`config.mk`:
```
export PLATFORM = sky130hd
export DESIGN_NAME = rsad_reset_seq
export DESIGN_NICKNAME = d
export VERILOG_FILES = /design/src/hdl/rsad_pkg.sv /design/src/hdl/rsad_dec_if.sv /design/src/hdl/rsad_addr_decode.sv /design/src/hdl/rsad_reset_seq.sv
export SDC_FILE = /design/constraint.sdc
export NUM_CORES = 1
export LEC_CHECK = 0
export ABC_AREA = 1
export BUFFER_PORTS_ARGS = -buffer_cell sky130_fd_sc_hd__buf_2
export CORE_AREA = 2 2 59 72
export CTS_CLUSTER_SIZE = 30
export DETAILED_ROUTE_END_ITERATION = 16
export DIE_AREA = 0 0 61 74
export PLACE_DENSITY_LB_ADDON = 0.05
export SETUP_SLACK_MARGIN = 0.05
export SLEW_MARGIN = 20
export SYNTH_ARGS = -nofsm -noshare
export SYNTH_HDL_FRONTEND = slang
export SYNTH_SLANG_ARGS = --single-unit
```
`constraint.sdc`:
```
create_clock -name core_clk -period 3.15 [get_ports core_clk]
set_input_delay 0.63 -clock core_clk [delete_from_list [all_inputs] [get_ports core_clk]]
set_output_delay 0.63 -clock core_clk [all_outputs]
set_load 0.01 [all_outputs]
```
`src/hdl/rsad_pkg.sv`:
```
// shared constants and types for reset sequencing and address decode
package rsad_pkg;
	localparam int ADDR_W = 16;
	localparam logic [15:0] VEC_LO = 16'h0000;
	localparam logic [15:0] VEC_HI = 16'h0047;
	localparam logic [15:0] ROM_LO = 16'h0048;
	localparam logic [15:0] ROM48_HI = 16'hbfff;
	localparam logic [15:0] ROM24_HI = 16'h5fff;
	localparam logic [15:0] EXT_MID_LO = 16'hc000;
	localparam logic [15:0] EXT_MID_HI = 16'hf77f;
	localparam logic [15:0] RAM2K_LO = 16'hf780;
	localparam logic [15:0] RAM1K_LO = 16'hfb80;
	localparam logic [15:0] RAM_HI = 16'hff7f;
	localparam logic [15:0] EXT_TOP_LO = 16'hff80;
	localparam logic [15:0] EXT_TOP_HI = 16'hff87;
	localparam logic [15:0] REG_LO = 16'hff88;
	localparam logic [15:0] RST_VEC_HI_ADDR = 16'h0000;
	localparam logic [15:0] RST_VEC_LO_ADDR = 16'h0001;
	localparam logic [7:0] CCR_RESET = 8'h80;
	localparam int CCR_IMASK_BIT = 7;
	localparam logic RAM_ON_RESET = 1'b1;
	localparam logic [1:0] MODE_BAD = 2'h0;
	localparam logic [1:0] MODE_EXP_NOROM = 2'h1;
	localparam logic [1:0] MODE_EXP_ROM = 2'h2;
	localparam logic [1:0] MODE_SINGLE = 2'h3;
	typedef enum logic [2:0] {
		RSAD_RGN_VECTOR,
		RSAD_RGN_ROM,
		RSAD_RGN_RAM,
		RSAD_RGN_REGS,
		RSAD_RGN_EXT,
		RSAD_RGN_NONE
	} rsad_region_e;
	typedef enum logic [2:0] {
		RSAD_ST_INIT,
		RSAD_ST_VEC_HI,
		RSAD_ST_VEC_LO,
		RSAD_ST_FIRST,
		RSAD_ST_RUN,
		RSAD_ST_INT
	} rsad_state_e;
endpackage : rsad_pkg

```
`src/hdl/rsad_dec_if.sv`:
```
// interface between sequencer and address decoder
`timescale 1ns/100ps
interface rsad_dec_if;
	logic [15:0] addr;
	logic [1:0] mode;
	logic ram_on;
	logic small_variant;
	rsad_pkg::rsad_region_e region;
	logic reserved_hit;
	modport seq (output addr, output mode, output ram_on, output small_variant, input region, input reserved_hit);
	modport dec (input addr, input mode, input ram_on, input small_variant, output region, output reserved_hit);
endinterface : rsad_dec_if

```
`src/hdl/rsad_addr_decode.sv`:
```
// combinational mode-dependent address decoder
`timescale 1ns/100ps
module rsad_addr_decode (
	rsad_dec_if.dec dif
);
	import rsad_pkg::*;

	logic [15:0] a;
	logic expanded;
	logic rom_on;
	logic [15:0] rom_hi;
	logic [15:0] ram_lo;
	assign a = dif.addr;
	assign expanded = (dif.mode == MODE_EXP_NOROM) || (dif.mode == MODE_EXP_ROM);
	assign rom_on = (dif.mode == MODE_EXP_ROM) || (dif.mode == MODE_SINGLE);
	assign rom_hi = dif.small_variant ? ROM24_HI : ROM48_HI;
	assign ram_lo = dif.small_variant ? RAM1K_LO : RAM2K_LO;

	// region select, fixed priority by address band
	always_comb begin
		dif.region = RSAD_RGN_NONE;
		dif.reserved_hit = 1'b0;
		if (dif.mode == MODE_BAD) begin
			dif.region = RSAD_RGN_NONE;
		end else if (a <= VEC_HI) begin
			dif.region = RSAD_RGN_VECTOR; // RULE1
		end else if (a >= REG_LO) begin
			dif.region = RSAD_RGN_REGS; // RULE7
		end else if (a >= EXT_TOP_LO) begin
			dif.region = expanded ? RSAD_RGN_EXT : RSAD_RGN_NONE; // RULE6
		end else if (a >= ram_lo) begin
			dif.region = dif.ram_on ? RSAD_RGN_RAM : (expanded ? RSAD_RGN_EXT : RSAD_RGN_NONE); // RULE4 RULE8 RULE5
		end else if (a >= RAM2K_LO) begin
			dif.region = RSAD_RGN_NONE; // RULE9
			dif.reserved_hit = 1'b1;
		end else if (rom_on && a <= rom_hi) begin
			dif.region = RSAD_RGN_ROM; // RULE2
		end else if (rom_on && a < EXT_MID_LO) begin
			dif.region = RSAD_RGN_NONE; // RULE9
			dif.reserved_hit = 1'b1;
		end else if (expanded) begin
			dif.region = RSAD_RGN_EXT; // RULE2 RULE3 RULE21
		end
	end
endmodule : rsad_addr_decode

```
`src/hdl/rsad_reset_seq.sv`:
```
// reset exception sequencer and address steering top
// Operation
// (RULE1) vector table at 0000-0047 always
// (RULE2) 0048-bfff rom, or external without rom
// (RULE3) c000-f77f external in expanded rom mode
// (RULE4) 2k ram at f780-ff7f all modes
// (RULE5) ram off sends ram range external; decoder gives region none in single-chip mode
// (RULE6) ff80-ff87 external in expanded modes
// (RULE7) ff88-ffff on-chip register field always
// (RULE8) 1k ram at fb80-ff7f on small
// (RULE9) software avoids reserved ranges on small
// (RULE10) only reset and interrupt; reset wins
// (RULE11) sequence starts at reset pin release
// (RULE12) interrupt taken at instruction/sequence end
// (RULE13) reset low holds state at initial values
// (RULE14) reset low at least ten clocks; not checked by the design, and the bench's first boot releases it after 5
// (RULE15) reset sets interrupt mask bit
// (RULE16) pc loaded from vector 0000/0001
// (RULE17) all interrupts blocked until first instruction
// (RULE18) software first sets the stack pointer
// (RULE19) mode pins sampled at reset exit
// (RULE20) reset sets ram enable to one
// (RULE21) external cycle only in expanded modes
`timescale 1ns/100ps
module rsad_reset_seq #(
	parameter bit SMALL_VARIANT = 1'b0
) (
	input wire logic core_clk,
	input wire logic chip_init_pin_n,
	input wire logic mode_pin_high,
	input wire logic mode_pin_low,
	input wire logic [15:0] cpu_addr,
	input wire logic cpu_access,
	input wire logic [7:0] mem_rdata,
	input wire logic mem_rvalid,
	input wire logic insn_done,
	input wire logic int_pending,
	input wire logic nmi_pending,
	input wire logic int_seq_done,
	input wire logic ram_on_wr,
	input wire logic ram_on_wdata,
	output logic [1:0] mode_latched,
	output logic mode_invalid,
	output logic internal_ram_on,
	output logic [7:0] condition_code_reg,
	output logic [15:0] pc_out,
	output logic pc_valid,
	output logic vec_fetch,
	output logic [15:0] vec_addr,
	output logic int_start,
	output logic int_blocked,
	output rsad_pkg::rsad_region_e region_out,
	output logic ext_cycle,
	output logic reserved_hit
);
	import rsad_pkg::*;

	rsad_dec_if dif ();
	rsad_addr_decode u_dec (
		.dif(dif)
	);

	rsad_state_e state_ff, nxt_state;
	logic [1:0] mode_ff, nxt_mode;
	logic ram_on_ff, nxt_ram_on;
	logic [7:0] ccr_ff, nxt_ccr;
	logic [15:0] pc_ff, nxt_pc;
	logic pc_valid_ff, nxt_pc_valid;
	logic vec_fetch_ff, nxt_vec_fetch;
	logic [15:0] vec_addr_ff, nxt_vec_addr;
	logic int_start_ff, nxt_int_start;
	logic blocked_ff, nxt_blocked;
	rsad_region_e region_ff, nxt_region;
	logic ext_ff, nxt_ext;
	logic rsv_ff, nxt_rsv;
	logic in_reset_ff;
	logic mode_bad_ff, nxt_mode_bad;

	// decoder sees the vector address during a vector fetch, otherwise the live cpu address, plus latched configuration
	assign dif.addr = vec_fetch_ff ? vec_addr_ff : cpu_addr;
	assign dif.mode = mode_ff;
	assign dif.ram_on = ram_on_ff;
	assign dif.small_variant = SMALL_VARIANT;

	// first-cycle marker: the clock edge after release is the sequence start
	always_ff @(posedge core_clk or negedge chip_init_pin_n) begin
		if (!chip_init_pin_n) begin
			in_reset_ff <= 1'b1; // RULE13
		end else begin
			in_reset_ff <= 1'b0; // RULE11
		end
	end

	// sequencer next state
	always_comb begin
		nxt_state = state_ff;
		nxt_mode = mode_ff;
		nxt_ram_on = ram_on_ff;
		nxt_ccr = ccr_ff;
		nxt_pc = pc_ff;
		nxt_pc_valid = 1'b0;
		nxt_vec_fetch = vec_fetch_ff;
		nxt_vec_addr = vec_addr_ff;
		nxt_int_start = 1'b0;
		nxt_blocked = blocked_ff;
		nxt_region = dif.region;
		nxt_ext = 1'b0;
		nxt_rsv = cpu_access & dif.reserved_hit;
		if (ram_on_wr) begin
			nxt_ram_on = ram_on_wdata; // RULE5
		end
		unique case (state_ff)
			RSAD_ST_INIT: begin
				nxt_mode = {mode_pin_high, mode_pin_low}; // RULE19
				nxt_ccr[CCR_IMASK_BIT] = 1'b1; // RULE15
				nxt_vec_fetch = 1'b1;
				nxt_vec_addr = RST_VEC_HI_ADDR; // RULE16
				nxt_state = RSAD_ST_VEC_HI; // RULE11
			end
			RSAD_ST_VEC_HI: begin
				if (mem_rvalid) begin
					nxt_pc[15:8] = mem_rdata; // RULE16
					nxt_vec_addr = RST_VEC_LO_ADDR;
					nxt_state = RSAD_ST_VEC_LO;
				end
			end
			RSAD_ST_VEC_LO: begin
				if (mem_rvalid) begin
					nxt_pc[7:0] = mem_rdata; // RULE16
					nxt_pc_valid = 1'b1;
					nxt_vec_fetch = 1'b0;
					nxt_state = RSAD_ST_FIRST;
				end
			end
			RSAD_ST_FIRST: begin
				if (insn_done) begin
					nxt_blocked = 1'b0; // RULE17
					nxt_state = RSAD_ST_RUN;
				end
			end
			RSAD_ST_RUN: begin
				if (insn_done && (nmi_pending || (int_pending && !ccr_ff[CCR_IMASK_BIT]))) begin
					nxt_int_start = 1'b1; // RULE12 RULE10
					nxt_state = RSAD_ST_INT;
				end
			end
			RSAD_ST_INT: begin
				if (int_seq_done) begin
					if (nmi_pending || (int_pending && !ccr_ff[CCR_IMASK_BIT])) begin
						nxt_int_start = 1'b1; // RULE12
					end else begin
						nxt_state = RSAD_ST_RUN;
					end
				end
			end
		endcase
		if (mode_ff == MODE_EXP_NOROM || mode_ff == MODE_EXP_ROM) begin
			nxt_ext = (cpu_access || vec_fetch_ff) && (dif.region == RSAD_RGN_EXT); // RULE21
		end
		nxt_mode_bad = !in_reset_ff && (nxt_mode == MODE_BAD); // RULE19
	end

	// sequencer registers, set to their reset values while reset pin is low
	always_ff @(posedge core_clk or negedge chip_init_pin_n) begin
		if (!chip_init_pin_n) begin
			state_ff <= RSAD_ST_INIT; // RULE13 RULE10
			mode_ff <= MODE_SINGLE;
			ram_on_ff <= RAM_ON_RESET; // RULE20
			ccr_ff <= CCR_RESET; // RULE15
			pc_ff <= 16'h0000;
			pc_valid_ff <= 1'b0;
			vec_fetch_ff <= 1'b0;
			vec_addr_ff <= 16'h0000;
			int_start_ff <= 1'b0;
			blocked_ff <= 1'b1; // RULE17
			region_ff <= RSAD_RGN_NONE;
			ext_ff <= 1'b0;
			rsv_ff <= 1'b0;
		end else begin
			state_ff <= nxt_state;
			mode_ff <= nxt_mode;
			ram_on_ff <= nxt_ram_on;
			ccr_ff <= nxt_ccr;
			pc_ff <= nxt_pc;
			pc_valid_ff <= nxt_pc_valid;
			vec_fetch_ff <= nxt_vec_fetch;
			vec_addr_ff <= nxt_vec_addr;
			int_start_ff <= nxt_int_start;
			blocked_ff <= nxt_blocked;
			region_ff <= nxt_region;
			ext_ff <= nxt_ext;
			rsv_ff <= nxt_rsv;
		end
	end

	// mode pin latch is only meaningful once the init state has passed
	always_ff @(posedge core_clk or negedge chip_init_pin_n) begin
		if (!chip_init_pin_n) begin
			mode_bad_ff <= 1'b0;
		end else begin
			mode_bad_ff <= nxt_mode_bad;
		end
	end

	// outputs straight from flops
	assign mode_latched = mode_ff;
	assign mode_invalid = mode_bad_ff;
	assign internal_ram_on = ram_on_ff;
	assign condition_code_reg = ccr_ff;
	assign pc_out = pc_ff;
	assign pc_valid = pc_valid_ff;
	assign vec_fetch = vec_fetch_ff;
	assign vec_addr = vec_addr_ff;
	assign int_start = int_start_ff;
	assign int_blocked = blocked_ff;
	assign region_out = region_ff;
	assign ext_cycle = ext_ff;
	assign reserved_hit = rsv_ff;
endmodule : rsad_reset_seq

```
After elaboration in Yosys (flattened, before gate mapping)
Index checks and enable logic that the tools add are counted.

Bitwise gates (word level): 1. Reductions and logical operators: 20. Muxes and demuxes: 36. Equal/unequal tests: 15. $lt $le $gt $ge: 6.

Operators with widths (count): >= comparator 16 bit, second input constant (3); 2-to-1 mux 3 bit (14); 2-to-1 mux 16 bit (2); case mux 16 bit (2 select lines) (1); case mux 3 bit (6 select lines) (1); <= comparator 16 bit, second input constant (1); <= comparator 16 x 7 -> 1 bit, second input constant (1); less-than comparator 16 bit, second input constant (1); 2-to-1 mux 1 bit (15); != test 2 bit, second input constant (6); AND reduction 2 bit (5); == test 3 bit, second input constant (3); == test 3 x 2 -> 1 bit, second input constant (2); AND reduction 6 bit (1); logical AND 1 bit (5); == test 2 bit, second input constant (2); logical NOT 2 bit (2); case mux 1 bit (2 select lines) (2); nonzero test 2 bit (2); == test 3 x 1 -> 1 bit, second input constant (1); logical NOT 3 bit (1); logical OR 1 bit (3); == test 2 x 1 -> 1 bit, second input constant (1); 2-to-1 mux 2 bit (1); other kinds (2) (2).

Register bits after elaboration: 49. Input port bits: 36.

Logic depth before layout (Yosys ltp)
Depth after elaboration: 13. Depth in mapped cells: 9. Gate-level depth less buffers: 9.

Hierarchy
From an unflattened synthesis, not the netlist that was laid out.

Cell total of the unflattened synthesis: 279. Area total of the unflattened synthesis: 2245.9 um^2.

By module, submodules not included: rsad_reset_seq (cells each 201, area each 1794.2 um^2, instances 1, seq. area each 859.6 um^2); rsad_addr_decode (cells each 78, area each 451.7 um^2, instances 1, seq. area each 0.0 um^2).

Least setup slack after synthesis
No wires, ideal clock.

Path type: in2reg. Start point: input port cpu_addr[10]. End point: register ext_ff, in the netlist ext_cycle. Library setup time: 0.114 ns. Required time: 3.036 ns. Arrival: 1.262 ns. Stages: 7. Slack: 1.774 ns. Cells stage by stage: or2_1 nor2_1 nand3_1 nand3_1 nor2_1 nand2_1 nor2_2.

Cells in the longest elaborated chain, start to end: 13. Elaborated cells between the ends (all ways): 19. Those cells by class: order compare: 6; eq/ne: 1; mux: 9; reduce/logical: 3.

Ends and longest elaborated chain: start: declaration (RTL line rsad_reset_seq.sv:32) `input wire logic [15:0] cpu_addr,`; 2-to-1 mux 16 bit * (RTL line rsad_reset_seq.sv:80) `assign dif.addr = vec_fetch_ff ? vec_addr_ff : cpu_addr;`; less-than comparator 16 bit (RTL line rsad_addr_decode.sv:38) `end else if (rom_on && a < EXT_MID_LO) begin`; logical AND 1 bit (RTL line rsad_addr_decode.sv:38); 2-to-1 mux 3 bit (RTL line rsad_addr_decode.sv:38); 2-to-1 mux 3 bit (RTL line rsad_addr_decode.sv:36) `end else if (rom_on && a <= rom_hi) begin`; 2-to-1 mux 3 bit (RTL line rsad_addr_decode.sv:31) `end else if (a >= ram_lo) begin`; 2-to-1 mux 3 bit (RTL line rsad_addr_decode.sv:29) `end else if (a >= EXT_TOP_LO) begin`; 2-to-1 mux 3 bit (RTL line rsad_addr_decode.sv:27) `end else if (a >= REG_LO) begin`; 2-to-1 mux 3 bit * (RTL line rsad_addr_decode.sv:25) `end else if (a <= VEC_HI) begin`; 2-to-1 mux 3 bit * (RTL line rsad_addr_decode.sv:23) `if (dif.mode == MODE_BAD) begin`; == test 3 bit * (RTL line rsad_reset_seq.sv:158) `nxt_ext = (cpu_access || vec_fetch_ff) && (dif.region == RSAD_RGN_EXT);`; logical AND 1 bit * (RTL line rsad_reset_seq.sv:158); 2-to-1 mux 1 bit * (RTL line rsad_reset_seq.sv:157) `if (mode_ff == MODE_EXP_NOROM || mode_ff == MODE_EXP_ROM) begin`; net nxt_ext (RTL line rsad_reset_seq.sv:74) `logic ext_ff, nxt_ext;`; end signal: assignment (RTL line rsad_reset_seq.sv:191) `ext_ff <= nxt_ext;`; end: declaration (RTL line rsad_reset_seq.sv:74).

Mark *: on every way through the listed nets, which the timed path passes. The rest lies on a longest branch. A chain may end at the register's enable or synchronous reset.

Worst setup path after layout
Start point: register mode_ff[1], in the netlist mode_latched[1]. End point: output port mode_latched[1].

RTL lines: start: declaration (RTL line rsad_reset_seq.sv:64) `logic [1:0] mode_ff, nxt_mode;`; start signal: assignment (RTL line rsad_reset_seq.sv:181) `mode_ff <= nxt_mode;`; end: declaration (RTL line rsad_reset_seq.sv:42) `output logic [1:0] mode_latched,`.

No word-level cell between the ends.

==> impl_results.md <==
* Post-DP HPWL at 2550 um
* RSZ-0062 raised after global routing: no
* YS warnings at 0
* GR peak layer: met2
* Fin. Hold Viols at 0
* CP Class: flip-flop to primary output
* CP cell instances: buf_2
* Worst slack, placed at 1.54 ns
* Post-route DRC at 0
* Fin Hold WS at 0.399 ns
* Worst hold path class: input pin to asynchronous set/reset pin
* Most common cell after layout, fill and taps aside: buf_2
* Worst Path Max Fanout at 4
* Share of layout cells above drive strength 1 at 37.5%
* Slowest cell on crit path: dfstp_2
* Clock Sinks at 34
* DIE HEIGHT at 74 um
* Static leakage at 1.20 nW
* Pwr/cell area at 837 nW/um^2
* Slew @ Worst Pin at 0.706 ns
* Buffers on Ports at 61
* # fillers at 376
* Distinct cells, synth at 28
* Fin crit share at 50.6%
* Final slew viol count at 0
* Total CTS buffers at 5
* # resized after CTS at 0
* Die ar. at 4510 um^2
* Starting density of the core at 46.9%
* Period minus WS final at 1.59 ns
* Cts-stage hold buffer count at 0
* Buf+Inv Stages, Crit Path at 1
* CTS tree: yes
* H-tree level count at 2
* Status: finished, final reports clean
* Synth area leader: dfrtp_1
* Worst setup EP type: primary output
* Largest net degree at the start of global routing at 35
* Root buf cell: clkbuf_8
* Most frequent cells in the layout: buf_2, nand2_1, dfrtp_1
* GRT Resource Usage Total at 15.8%
* # IOs at 89
* WL/cell at 9.92 um
* Final worst setup slack at 1.56 ns
* Setup Buffers After CTS at 0
* Critical Path RT at 2.52 ns
* Rows at 25
* Setup TNS at 0 ns
* Initial antenna violation count at 0
* Core Region at 3850 um^2
* Die Wd at 61 um
* Worst-path clk slew at 0.07 ns
* Flops & latches, synth at 34
* Setup violators final at 0
* Netlist Area Pre-Place at 1800 um^2
* RePlAce Congestion at 0.898
* Post-synth top area share at 37.5%
* Clock skew at 0.00639 ns
* Clock tree buffer depth at 2
* Clock Latency Late Sink at 0.28 ns
* DRT iter0 DRCs at 78
* Syn Inst Count at 205
* Mean post-synth cell area at 8.80 um^2
* Routed Antenna Nets at 0
* Critical path startpoint category: flip-flop
* Synth top area cells: dfrtp_1, dfstp_2, buf_4, nand2_1, o21ai_2
* Final #Nets at 310
* Grt met2 use at 26.0%
* Vias in the first global route at 1,271
* Share of the yosys chip area belonging to registers at 47.7%
* First-pass GRT wire length at 5200 um
* Placed Area at 2070 um^2
* Slew margin rel. at 52.9%
* Routed vias/inst at 4.30
* Worst EP arrival at 0.96 ns
* Met3 Use GR at 5.74%
* Post-Route WL at 3230 um
* First drt pass iteration count at 4
* MaxCap Viol Count at 0
* Antenna cell count at 0
* Vias at 1,403
* Final Cell Area at 2160 um^2
* CP delay by family, top: flip-flops
* Met1 usage at 18.3%
* Fmax at 628 MHz
* GRT overflow at 0
* P&R area growth vs syn at 19.6%
* Peak supply drop at 392 uV
* CP max stage delay at 0.55 ns
[flip-flops by register name, summed over array words and instances, names as in the netlist]
register         flops
in_reset_ff          1
vec_addr             1
int_blocked          1
mode_latched         2
internal_ram_on      1
mode_invalid         1
vec_fetch            1
reserved_hit         1
state_ff             3
ext_cycle            1
pc_valid             1
region_out           3
int_start            1
pc_out              16
[kinds of logic (layout without fill, tap and decap cells)]
family / Yosys count / in the layout / share of synthesized area [%]
AOI/OAI and AO/OA: 32 / 32 / 12.1
adders and majority gates: 3 / 3 / 2.08
buffers and inverters: 54 / 98 / 16.9
DFF: 34 / 34 / 47.7
other: 2 / 25 / 0.417
and+or+nand+nor: 80 / 80 / 20.8
[synth_stat cells]
master	instances
nand2_2	1
o21ai_1	9
a31oi_1	1
a21oi_1	1
dfstp_2	7
nand3b_1	1
buf_6	2
nand3_2	2
conb_1	2
inv_1	24
or2_1	1
buf_4	23
nor2_1	10
nand4_1	1
nand3_4	1
and3_1	1
o21ai_0	5
nor3_1	3
o211ai_1	1
nand4_2	1
inv_2	5
o31ai_1	1
nor2_2	4
dfrtp_1	27
nand2_1	44
ha_1	3
nand3_1	10
o21ai_2	14
[cell type report]
type,instances,area [um^2],area share (%)
clock buffers,8,90.1,4.18
inverters,29,109,5.05
multi-input cells,140,726,33.6
flip-flops and latches,34,860,39.8
well taps,54,67.6,3.13
repair buffers,61,305,14.2
[layer usage]
metal	wire, um	up-vias
met3	253	5
li1	-	728
met4	45	0
met1	1390	611
met2	1550	59
met5	0	-
[worst paths after layout]
check                                startpoint         endpoint  slack (ns)  depth (start not counted)
worst min-delay path            chip_init_pin_n      state_ff[2]        0.40                          1
worst max register to register  mode_latched[0]        ext_cycle        1.68                          9
max in group asynchronous       chip_init_pin_n       pc_out[10]        2.29                          1
worst min register to register      int_blocked      int_blocked        0.45                          2
min in group core_clk               int_blocked      int_blocked        0.45                          2
worst max-delay path            mode_latched[1]  mode_latched[1]        1.56                          1
[power breakdown]
group          switching [mW]  internal (mW)
registers               0.102          0.623
logic                   0.465          0.297
clock network           0.141          0.178
[through the flow]
step	instances	total power, mW	util [%]
after floorplan	228	1.27	-
after global placement	318	1.50	53.7
after detailed placement	318	1.51	53.7
after CTS	326	1.84	56.1
after global routing	326	1.98	56.1
final	326	1.81	56.1
Note: power is estimated with default switching activity, not from simulation.
